==> src/logic/packed_simd_fp_alias_defs.svh <==
/*
 Constants for the packed-integer SIMD / floating-point alias state block:
 register offsets, field positions, tag codes and reset values.
 Assumes it is included by bare name from the package and the design file.
*/
// What this block does
// - emulate flag set: packed op gives invalid-opcode fault, any task flag
// - emulate clear: task flag clear executes, set gives coproc fault
// - eight 64-bit packed registers alias bits 0..63 of fp registers
// - packed-to-physical mapping is fixed, ignoring the stack top field
// - packed write overwrites bits 0..63 of the aliased fp register at once
// - fp write's low 64 bits read back through the aliased packed register
// - packed write forces bits 64..79 of the aliased fp register to ones
// - any packed op except clear sets all eight tags to 00B valid
// - clear-state op sets all tags to 11B empty, data unchanged
// - every packed op, clear included, loads stack top field with 000B
// - packed ops keep status bits 0..10, 14, 15 and other fp registers
// - packed contents and execution never depend on the live tag word
// - save and env-store write a tag image classified from contents
// - after save, env-store or extended save all live tags become 11B
// - ordinary fp ops update only the modified register's tag, 00B or 11B
// - restore: image 11B stays empty, others classified from register
// - restore and env-load read the tag image but never modify it
// - pending fp exception gives fp error fault before a packed op
`ifndef PACKED_SIMD_FP_ALIAS_DEFS_SVH
`define PACKED_SIMD_FP_ALIAS_DEFS_SVH

`define NUM_FP_REGS 8
`define FP_REG_W 80
`define PACKED_W 64
`define TAG_W 16
`define STATUS_W 16

// status word stack top field position
`define TOP_LSB 11
`define TOP_MSB 13
`define STATUS_KEEP_MASK 16'hc7ff

// tag codes
`define TAG_VALID 2'h0
`define TAG_ZERO 2'h1
`define TAG_SPECIAL 2'h2
`define TAG_EMPTY 2'h3
`define TAGS_ALL_VALID 16'h0000
`define TAGS_ALL_EMPTY 16'hffff
`define UPPER_FILL 16'hffff
`define EXP_ALL_ONES 15'h7fff

// reset values
`define TAG_RESET 16'hffff
`define STATUS_RESET 16'h0000
`define CTRL_RESET 8'h00

// register map, byte addresses (word index in address bits 4:2)
`define ADDR_W 5
`define OFF_CTRL 5'h00
`define OFF_STATE 5'h04
`define OFF_FAULT 5'h08
`define OFF_REGSEL 5'h0c
`define OFF_REG_LO 5'h10
`define OFF_REG_HI 5'h14
`define OFF_REG_EXT 5'h18

// control register bit positions
`define CTRL_MONITOR_BIT 1
`define CTRL_EMULATE_BIT 2
`define CTRL_TASKSW_BIT 3

`endif

==> src/logic/packed_simd_pkg.sv <==
/*
 Types shared by the packed SIMD alias state block: instruction classes and
 fault outcomes. Assumes the defs header sits in the include path.
*/
package packed_simd_pkg;
   `include "packed_simd_fp_alias_defs.svh"

   // instruction class presented by the core's issue stage
   typedef enum logic [3:0] {
      OP_NONE = 4'h0,
      OP_PACKED_READ = 4'h1,
      OP_PACKED_WRITE = 4'h2,
      OP_CLEAR_PACKED = 4'h3,
      OP_FP_WRITE = 4'h4,
      OP_FP_SAVE = 4'h5,
      OP_FP_ENV_STORE = 4'h6,
      OP_EXT_SAVE = 4'h7,
      OP_FP_RESTORE = 4'h8,
      OP_FP_ENV_LOAD = 4'h9,
      OP_EXT_RESTORE = 4'ha
   } op_kind_t;

   // outcome of the instruction presented in the previous cycle, FLT_NONE after an idle cycle
   typedef enum logic [1:0] {
      FLT_NONE = 2'h0,
      FLT_INVALID_OPCODE = 2'h1,
      FLT_COPROC_UNAVAIL = 2'h2,
      FLT_FP_ERROR = 2'h3
   } fault_t;
endpackage : packed_simd_pkg

==> src/logic/packed_simd_fp_alias_state.sv <==
/*
 Aliased packed-integer / floating-point data register state with tag word,
 stack top field, fault gating, save/restore tag handling and an Avalon-MM
 slave for control flags and debug visibility.
 Assumes one core clock, instruction inputs synchronous to it, one
 instruction per cycle at most, and an Avalon master that holds requests.
*/
`timescale 1ns/1ps
`include "packed_simd_fp_alias_defs.svh"
module packed_simd_fp_alias_state (
   input wire logic clk_sys_i,
   input wire logic rst_i,
   // avalon-mm slave
   input wire logic [`ADDR_W-1:0] avs_address_i,
   input wire logic avs_read_i,
   input wire logic avs_write_i,
   input wire logic [31:0] avs_writedata_i,
   input wire logic [3:0] avs_byteenable_i,
   output logic [31:0] avs_readdata_o,
   output logic avs_waitrequest_o,
   // instruction stream
   input wire logic op_valid_i,
   input wire packed_simd_pkg::op_kind_t op_kind_i,
   input wire logic [2:0] op_reg_i,
   input wire logic [`FP_REG_W-1:0] op_data_i,
   input wire logic op_tag_empty_i,
   input wire logic [`STATUS_W-1:0] op_status_i,
   input wire logic op_status_we_i,
   input wire logic [`TAG_W-1:0] tag_img_in_i,
   input wire logic fp_err_pending_i,
   // results
   output logic op_done_o,
   output packed_simd_pkg::fault_t fault_o,
   output logic [`PACKED_W-1:0] packed_rdata_o,
   output logic [`TAG_W-1:0] tag_img_o,
   output logic tag_img_valid_o,
   output logic [`TAG_W-1:0] tag_word_o,
   output logic [`STATUS_W-1:0] status_word_o,
   output logic [2:0] stack_top_o
);
   import packed_simd_pkg::*;

   logic [`FP_REG_W-1:0] fp_reg_q [`NUM_FP_REGS];
   logic [`FP_REG_W-1:0] fp_reg_d [`NUM_FP_REGS];
   logic [`TAG_W-1:0] tag_q, tag_d;
   logic [`STATUS_W-1:0] status_q, status_d;
   logic [7:0] ctrl_q, ctrl_d;
   logic [2:0] regsel_q, regsel_d;
   logic ack_q, ack_d;
   logic [31:0] rdata_q, rdata_d;
   logic done_q, done_d;
   fault_t fault_q, fault_d;
   logic [`PACKED_W-1:0] prd_q, prd_d;
   logic [`TAG_W-1:0] img_q, img_d;
   logic img_valid_q, img_valid_d;

   logic emulate_flag, task_switched_flag, monitor_coproc_flag;
   logic is_packed, packed_exec, is_save, is_restore;
   logic [`TAG_W-1:0] class_tags;
   logic bus_req, bus_wr_take;
   // packed copies for the checks; sampled functions need plain vectors
   logic [`NUM_FP_REGS*`FP_REG_W-1:0] fp_flat;
   logic [`TAG_W-1:0] img_empty;

   // classify a register's contents: zero, special or nonzero
   function automatic logic [1:0] classify(input logic [`FP_REG_W-1:0] v);
      logic [14:0] e;
      logic [63:0] m;
      e = v[78:64];
      m = v[63:0];
      if (e == 15'h0000 && m == 64'h0) begin
         classify = `TAG_ZERO;
      end else if (e == `EXP_ALL_ONES || e == 15'h0000 || !m[63]) begin
         classify = `TAG_SPECIAL;
      end else begin
         classify = `TAG_VALID;
      end
   endfunction : classify

   assign emulate_flag = ctrl_q[`CTRL_EMULATE_BIT];
   assign task_switched_flag = ctrl_q[`CTRL_TASKSW_BIT];
   // only reported back to software; the block never gates on it
   assign monitor_coproc_flag = ctrl_q[`CTRL_MONITOR_BIT];

   assign is_packed = op_valid_i && (op_kind_i == OP_PACKED_READ ||
      op_kind_i == OP_PACKED_WRITE || op_kind_i == OP_CLEAR_PACKED);
   // gating never looks at the tag word
   assign packed_exec = is_packed && !emulate_flag && !task_switched_flag &&
      !fp_err_pending_i;
   assign is_save = op_valid_i && (op_kind_i == OP_FP_SAVE ||
      op_kind_i == OP_FP_ENV_STORE || op_kind_i == OP_EXT_SAVE);
   assign is_restore = op_valid_i && (op_kind_i == OP_FP_RESTORE ||
      op_kind_i == OP_FP_ENV_LOAD || op_kind_i == OP_EXT_RESTORE);

   // per-register tag from contents, field n at bits 2n+1..2n
   genvar gi;
   generate
      for (gi = 0; gi < `NUM_FP_REGS; gi++) begin : g_class
         assign class_tags[2*gi+1:2*gi] = (tag_q[2*gi+1:2*gi] == `TAG_EMPTY)
            ? `TAG_EMPTY : classify(fp_reg_q[gi]);
         assign fp_flat[gi*`FP_REG_W+:`FP_REG_W] = fp_reg_q[gi];
         // image fields that a restore has to keep empty
         assign img_empty[2*gi+:2] =
            {2{tag_img_in_i[2*gi+:2] == `TAG_EMPTY}};
      end
   endgenerate

   // fault priority: emulate, then task switch, then pending fp error
   always_comb begin
      done_d = op_valid_i;
      fault_d = FLT_NONE;
      if (is_packed) begin
         if (emulate_flag) begin
            fault_d = FLT_INVALID_OPCODE;
         end else if (task_switched_flag) begin
            fault_d = FLT_COPROC_UNAVAIL;
         end else if (fp_err_pending_i) begin
            fault_d = FLT_FP_ERROR;
         end
      end
   end

   // data registers: fixed physical index, stack top never used
   always_comb begin
      for (int i = 0; i < `NUM_FP_REGS; i++) begin
         fp_reg_d[i] = fp_reg_q[i];
      end
      prd_d = prd_q;
      if (packed_exec && op_kind_i == OP_PACKED_WRITE) begin
         fp_reg_d[op_reg_i] = {`UPPER_FILL, op_data_i[`PACKED_W-1:0]};
      end else if (op_valid_i && op_kind_i == OP_FP_WRITE) begin
         fp_reg_d[op_reg_i] = op_data_i;
      end
      if (packed_exec && op_kind_i == OP_PACKED_READ) begin
         prd_d = fp_reg_q[op_reg_i][`PACKED_W-1:0];
      end
   end

   // tag word and status word side effects
   always_comb begin
      tag_d = tag_q;
      status_d = status_q;
      img_d = img_q;
      img_valid_d = 1'b0;
      if (packed_exec) begin
         // only the stack top moves; other status bits are kept
         status_d[`TOP_MSB:`TOP_LSB] = 3'h0;
         if (op_kind_i == OP_CLEAR_PACKED) begin
            tag_d = `TAGS_ALL_EMPTY;
         end else begin
            tag_d = `TAGS_ALL_VALID;
         end
      end else if (op_valid_i && op_kind_i == OP_FP_WRITE) begin
         // only the written register's field changes
         tag_d[2*op_reg_i+:2] = op_tag_empty_i ? `TAG_EMPTY
            : `TAG_VALID;
         if (op_status_we_i) begin
            status_d = op_status_i;
         end
      end else if (is_save) begin
         img_d = class_tags;
         img_valid_d = 1'b1;
         tag_d = `TAGS_ALL_EMPTY;
      end else if (is_restore) begin
         // the memory image is only read, never written back
         for (int i = 0; i < `NUM_FP_REGS; i++) begin
            tag_d[2*i+:2] = (tag_img_in_i[2*i+:2] == `TAG_EMPTY)
               ? `TAG_EMPTY : classify(fp_reg_q[i]);
         end
      end
   end

   // avalon slave: one wait cycle, read data registered with the answer
   assign bus_req = avs_read_i || avs_write_i;
   assign bus_wr_take = avs_write_i && ack_q;
   always_comb begin
      ack_d = bus_req && !ack_q;
      rdata_d = rdata_q;
      ctrl_d = ctrl_q;
      regsel_d = regsel_q;
      if (avs_read_i && !ack_q) begin
         if (avs_address_i == `OFF_CTRL) begin
            rdata_d = {24'h0, ctrl_q};
         end else if (avs_address_i == `OFF_STATE) begin
            rdata_d = {status_q, tag_q};
         end else if (avs_address_i == `OFF_FAULT) begin
            rdata_d = {29'h0, monitor_coproc_flag, fault_q};
         end else if (avs_address_i == `OFF_REGSEL) begin
            rdata_d = {29'h0, regsel_q};
         end else if (avs_address_i == `OFF_REG_LO) begin
            rdata_d = fp_reg_q[regsel_q][31:0];
         end else if (avs_address_i == `OFF_REG_HI) begin
            rdata_d = fp_reg_q[regsel_q][63:32];
         end else if (avs_address_i == `OFF_REG_EXT) begin
            rdata_d = {16'h0, fp_reg_q[regsel_q][79:64]};
         end else begin
            rdata_d = 32'h0; // unmapped reads as zero
         end
      end
      if (bus_wr_take && avs_byteenable_i[0]) begin
         if (avs_address_i == `OFF_CTRL) begin
            ctrl_d = {4'h0, avs_writedata_i[3:1], 1'b0};
         end else if (avs_address_i == `OFF_REGSEL) begin
            regsel_d = avs_writedata_i[2:0];
         end
      end
   end

   assign avs_waitrequest_o = bus_req && !ack_q;
   assign avs_readdata_o = rdata_q;

   // state registers
   always_ff @(posedge clk_sys_i) begin
      if (rst_i) begin
         for (int i = 0; i < `NUM_FP_REGS; i++) begin
            fp_reg_q[i] <= '0;
         end
         tag_q <= `TAG_RESET;
         status_q <= `STATUS_RESET;
         ctrl_q <= `CTRL_RESET;
         regsel_q <= 3'h0;
         ack_q <= 1'b0;
         rdata_q <= 32'h0;
         done_q <= 1'b0;
         fault_q <= FLT_NONE;
         prd_q <= '0;
         img_q <= '0;
         img_valid_q <= 1'b0;
      end else begin
         fp_reg_q <= fp_reg_d;
         tag_q <= tag_d;
         status_q <= status_d;
         ctrl_q <= ctrl_d;
         regsel_q <= regsel_d;
         ack_q <= ack_d;
         rdata_q <= rdata_d;
         done_q <= done_d;
         fault_q <= fault_d;
         prd_q <= prd_d;
         img_q <= img_d;
         img_valid_q <= img_valid_d;
      end
   end

   assign op_done_o = done_q;
   assign fault_o = fault_q;
   assign packed_rdata_o = prd_q;
   assign tag_img_o = img_q;
   assign tag_img_valid_o = img_valid_q;
   assign tag_word_o = tag_q;
   assign status_word_o = status_q;
   assign stack_top_o = status_q[`TOP_MSB:`TOP_LSB];
endmodule : packed_simd_fp_alias_state

==> config.mk <==
export PLATFORM = sky130hd
export DESIGN_NAME = packed_simd_fp_alias_state
export DESIGN_NICKNAME = d
export VERILOG_FILES = /design/src/logic/packed_simd_pkg.sv /design/src/logic/packed_simd_fp_alias_state.sv
export VERILOG_INCLUDE_DIRS = /design/src /design/src/logic
export SDC_FILE = /design/constraint.sdc
export NUM_CORES = 2
export LEC_CHECK = 0
export BUFFER_PORTS_ARGS = -buffer_cell sky130_fd_sc_hd__buf_2
export CAP_MARGIN = 20
export CORE_AREA = 2 2 397 399
export CTS_CLUSTER_DIAMETER = 120
export DETAILED_ROUTE_END_ITERATION = 8
export DIE_AREA = 0 0 399 401
export PLACE_DENSITY = 0.38
export SLEW_MARGIN = 20
export SYNTH_ARGS = -nofsm -noshare
export SYNTH_HDL_FRONTEND = slang
export SYNTH_SLANG_ARGS = --single-unit
export TNS_END_PERCENT = 20
==> constraint.sdc <==
create_clock -name clk_sys_i -period 3.3 [get_ports clk_sys_i]
set_input_delay 0.33 -clock clk_sys_i [delete_from_list [all_inputs] [get_ports clk_sys_i]]
set_output_delay 0.33 -clock clk_sys_i [all_outputs]
set_load 0.02 [all_outputs]
# Yosys cells after proc, flatten, opt, wreduce, memory -nomap -nowiden
# Index checks and enable logic that the tools add are counted.
# totals
out_inout_bits,152
register_bits,795
elab_cells,220
in_bits,168
# classes
order_cmp,3
n_mux,62
shifts,2
n_eq_ne,40
n_reduce_logical,85
bitwise_logic,6
add_sub_neg,1
# op_table
cell,n
$bwmux 640,2
$mux 640,2
$logic_not 64->1,8
$bmux 80 s3,2
$demux 80 s3,1
$mux 80,3
$mux 32,6
$mux 64,2
$eq 15x15->1 const B,8
$logic_not 15->1,8
$mux 16,6
$mux 2,35
$neg 4->34,1
$shift 2x34->16 const A,1
$shiftx 2x34->16,1
$eq 2x2->1 const B,16
$logic_or 1x1->1,23
$logic_and 1x1->1,22
$bwmux 16,1
$eq 4x3->1 const B,4
$eq 5x5->1 const B,3
$eq 4x4->1 const B,3
$logic_not 1->1,12
$eq 5x4->1 const B,2
other kinds (15),27

# Longest topological paths before layout
# logic_depth
ltp_word,11
mapped_depth,11
ltp_nobuf,9

# Least setup slack after synthesis
# No wires, ideal clock.
# synth_path
kind,input-to-reg
start,input port op_reg_i[1]
end,register tag_q[8] (netlist: tag_word_o[8])
n_path_buf,2
required_ps,3153
t_arrival_ps,2535
path_stages,10
setup_ps,147
slack_ps,618
path_cell_list,clkbuf_1 clkinv_1 clkbuf_1 ha_1 ha_1 nor2b_1 nor3b_1 mux2i_1 a21o_1 o311ai_0
# synth_via
elab_chain_cells,5
elab_cells_between_ends,6
cone_classes,add/sub (1); shift (2); mux (3)
# synth_lines
item,line,source
start: declaration,packed_simd_fp_alias_state.sv:24,"input wire logic [2:0] op_reg_i,"
$neg 4->34 (no source line) *,n/a,
$shiftx 2x34->16 (no source line) / $shift 2x34->16 (equally long branches),n/a,
$bwmux 16 (no source line) *,n/a,
$mux 16 *,packed_simd_fp_alias_state.sv:153,end else if (op_valid_i && op_kind_i == OP_FP_WRITE) begin
$mux 16 *,packed_simd_fp_alias_state.sv:145,if (packed_exec) begin
end signal: assignment,packed_simd_fp_alias_state.sv:218,tag_q <= `TAG_RESET;
end signal: assignment,packed_simd_fp_alias_state.sv:231,tag_q <= tag_d;
end: declaration,packed_simd_fp_alias_state.sv:45,"logic [`TAG_W-1:0] tag_q, tag_d;"
# Mark *: on every way between the ends. The rest lies on a longest branch, timed or not.
# A chain may end at the register's enable or synchronous reset.

==> flow_metrics.env <==
export IMPL_portBuffers=288
export IMPL_hold_end="tag_word_o[12]$_SDFFE_PP1P_"
export IMPL_antenna_found_initial=20
export IMPL_cap_violations=0
export IMPL_multi_input_area_mm2=0.02102
export IMPL_core_area_mm2=0.1557
export IMPL_p_leak_nw=16.07
export IMPL_final_nets=4807
export IMPL_drive_above_1_share_pct=20.04
export IMPL_area_delta_synth_final_pct=23.40
export IMPL_synth_top_area_cell="dfxtp_1"
export IMPL_setup_viol_count_final=0
export IMPL_yosys_area_share_simple_pct=18.69
export IMPL_clkPwrFrac_pct=50.7
export IMPL_critical_path_class="reg -> reg"
export IMPL_hpwl_um=140600
export IMPL_stdcell_area_mm2=0.04769
export IMPL_synth_edf_count=0
export IMPL_ys_async_sr_fraction_pct=0
export IMPL_vias=36470
export IMPL_fin_hold_ws_ns=0.04985
export IMPL_p_total_mw=23.09
export IMPL_finClkSkew_ns=0.03969
export IMPL_highest_layer="met5"
export IMPL_netlist_area_leader_share_pct=41.18
export IMPL_synth_area_mm2=0.03865
export IMPL_synth_top_family_by_area="multiplexers"
export IMPL_crit_arrival_ns=3.72
export IMPL_synth_cells=4346
export IMPL_swShare_pct=25.88
export IMPL_initial_core_util_pct=24.83
export IMPL_hp_class="in -> reg"
export IMPL_place_congestion=0.9180
export IMPL_period_needed_ns=3.121
export IMPL_r2r_cells=8
export IMPL_cts_buffer_depth=3
export IMPL_path_clk_slew_ns=0.06
export IMPL_yosysSeqAreaShare_pct=41.18
export IMPL_synth_xor_area_share_pct=0
export IMPL_place_area_mm2=0.04323
export IMPL_clk_latency_ns=0.75
export IMPL_p_comb_share_pct=7.1
export IMPL_final_max_slew_viol_count=0
export IMPL_final_setup_tns_ns=0
export IMPL_cp_max_fo=4
export IMPL_clock_root_buffer="clkbuf_16"
export IMPL_routed_wl_met2_um=87710
export IMPL_holdPathStages=4
export IMPL_cts_htree_levels=3
export IMPL_met1_length_um=90360
export IMPL_first_iter_violations=3553
export IMPL_min_period_over_period_pct=94.59
export IMPL_cts_sinks=795
export IMPL_power_density_mw_per_mm2=484.1
export IMPL_internal_power_mw=17.11
export IMPL_overflow=0
export IMPL_synthDistinctLibCells=57
export IMPL_rows=145
export IMPL_pwr_share_seq_pct=42.3
export IMPL_synthMuxAreaShare_pct=21.62
export IMPL_rsz0062_at_grt="no"
export IMPL_hold_start="tag_img_in_i[13]"
export IMPL_r2r_slack_ns=0.18
export IMPL_yosysWarnings=0
export IMPL_hold_viol=0
export IMPL_dieWidth_um=399
export IMPL_synthAdderAreaFrac_pct=0.06474
export IMPL_num_io_pins=320
export IMPL_status="complete, no violations"
export IMPL_critPathLaunchType="flip-flop"
export IMPL_via_per_inst=5.378
export IMPL_fillerInstances=16510
export IMPL_required_ns=3.90
export IMPL_register_area_mm2=0.01593
export IMPL_slowest_delay_ns=0.82
export IMPL_wl_met3_um=15080
export IMPL_max_freq_ghz=0.3204
export IMPL_grt_pass1_wl_um=279200
export IMPL_worstPathCellList="nor4_1 > buf_4 > nand4_1 > nor4_1 > buf_4 > a21oi_1 > o21ai_0 > a31oi_1"
export IMPL_max_slew_margin_pct=19.79
export IMPL_die_area_mm2=0.1600
export IMPL_fin_util_pct=30.64
export IMPL_cts_tree="built"
export IMPL_synth_ff_type="dfxtp_1"
export IMPL_mostFrequentLayoutCells="nand2_1 (877), dfxtp_1 (792), a21oi_1 (459), nor2_1 (430), mux2i_1 (324)"
export IMPL_synth_seq_cells=795
export IMPL_grt_max_degree=186
export IMPL_cp_slowest_cell="nor4_1"
export IMPL_post_drt_wl_per_cell_um=29.39
export IMPL_grt_pass1_vias=34610
export IMPL_antenna_left=0
export IMPL_first_pass_iters=6
export IMPL_numCtsBuffers=101
export IMPL_synth_compound_area_share_pct=13.65
export IMPL_grt_usage_pct=24.24
export IMPL_wirelength_um=199300
export IMPL_reg2reg_to="tag_word_o[11]$_SDFFE_PP1P_"
export IMPL_drc=0
export IMPL_power_switching_mw=5.975
export IMPL_endpoint_kind="flip-flop"
export IMPL_avgSynthCellArea_um2=8.893
export IMPL_synth_area_top_cells="dfxtp_1 (41%), mux4_2 (12%), nand2_1 (8.6%), mux2i_1 (8.4%), a21oi_1 (5.9%)"
export IMPL_syn_num_nets=4516
export IMPL_die_h_um=401
export IMPL_final_common_cell="nand2_1"
export IMPL_worst_pin_slew_ns=1.203
export IMPL_irDropWorstVdd_mv=0.3505
==> final cells by class <==
cell class / count / area share [%]
multi-input combinational: 3124 / 44.08
sequential: 795 / 33.39
timing repair buffer: 608 / 9.817
clock buffer: 153 / 6.236
tap: 2058 / 5.399
clock inverter: 33 / 1.005
inverter: 7 / 0.05509
antenna: 3 / 0.01574
==> per-layer routing <==
layer | vias up | track usage, %
met5 | - | 0
met4 | 24 | 6.872
met3 | 264 | 4.648
met2 | 1455 | 37.07
met1 | 18370 | 34.46
li1 | 16360 | -
==> kinds of logic (layout without fill, tap and decap cells) <==
logic type,after synthesis,count (layout)
DFF,795,795
adders and majority gates,2,2
buffers and inverters,427,801
other,0,3
muxes,568,568
and+or+nand+nor,1685,1685
AOI/OAI and AO/OA,869,869
==> critical path: cells and delay by family, from the launching register on <==
family / cells / cell delay, ns
and+or+nand+nor: 3 / 1.68
buffers and inverters: 2 / 0.51
AOI/OAI and AO/OA: 3 / 0.44
DFF: 1 / 0.36
==> power groups by stage <==
| stage | registers [mW] | clock network [mW] | logic [mW] |
|---|---|---|---|
| global placement | 9.97 | 0 | 1.51 |
| floorplan | 9.97 | 0 | 0.736 |
| CTS | 9.76 | 11.9 | 1.62 |
| finish | 9.76 | 11.7 | 1.63 |
| global route | 9.76 | 12.3 | 1.71 |
| detailed placement | 9.97 | 0 | 1.51 |
==> metrics by stage <==
step                      setup WS (ns)  instances
after floorplan                  0.6184       4346
after global placement         0.003127       6492
after detailed placement        0.03658       6492
after CTS                       0.02533       6778
after global routing             0.2467       6780
final                            0.1786       6781
==> synth_stat cells (all sizes together), types with 17 or more instances <==
master,count
nand2,882
nand4,60
o22ai,76
nor3,47
a311oi,17
nor2,438
and3,17
mux4,210
buf,162
clkbuf,258
o21ai,57
dfxtp,795
a21oi,459
a211oi,149
mux2i,324
mux2,34
nor4,166
nand3,20
o221ai,23
a221oi,29
==> worst max path at each step <==
stage	endpoint	slack, ns	depth (start not counted)
after detailed placement	tag_word_o[14]$_SDFFE_PP1P_	0.04	8
after CTS	tag_word_o[14]$_SDFFE_PP1P_	0.03	8
final	tag_word_o[11]$_SDFFE_PP1P_	0.18	8
after floorplan	tag_word_o[8]$_SDFFE_PP1P_	0.62	10
after global placement	tag_word_o[14]$_SDFFE_PP1P_	0.003	8
after global routing	avs_readdata_o[25]$_SDFFE_PP0P_	0.25	6
==> repair_timing <==
action,in CTS,in global routing
setup endpoints to repair,0,1
hold endpoints to repair,552,0
buffers inserted,0,0
gates resized for setup,0,1
hold buffers,100,0
(Power assumes the default switching activity.)
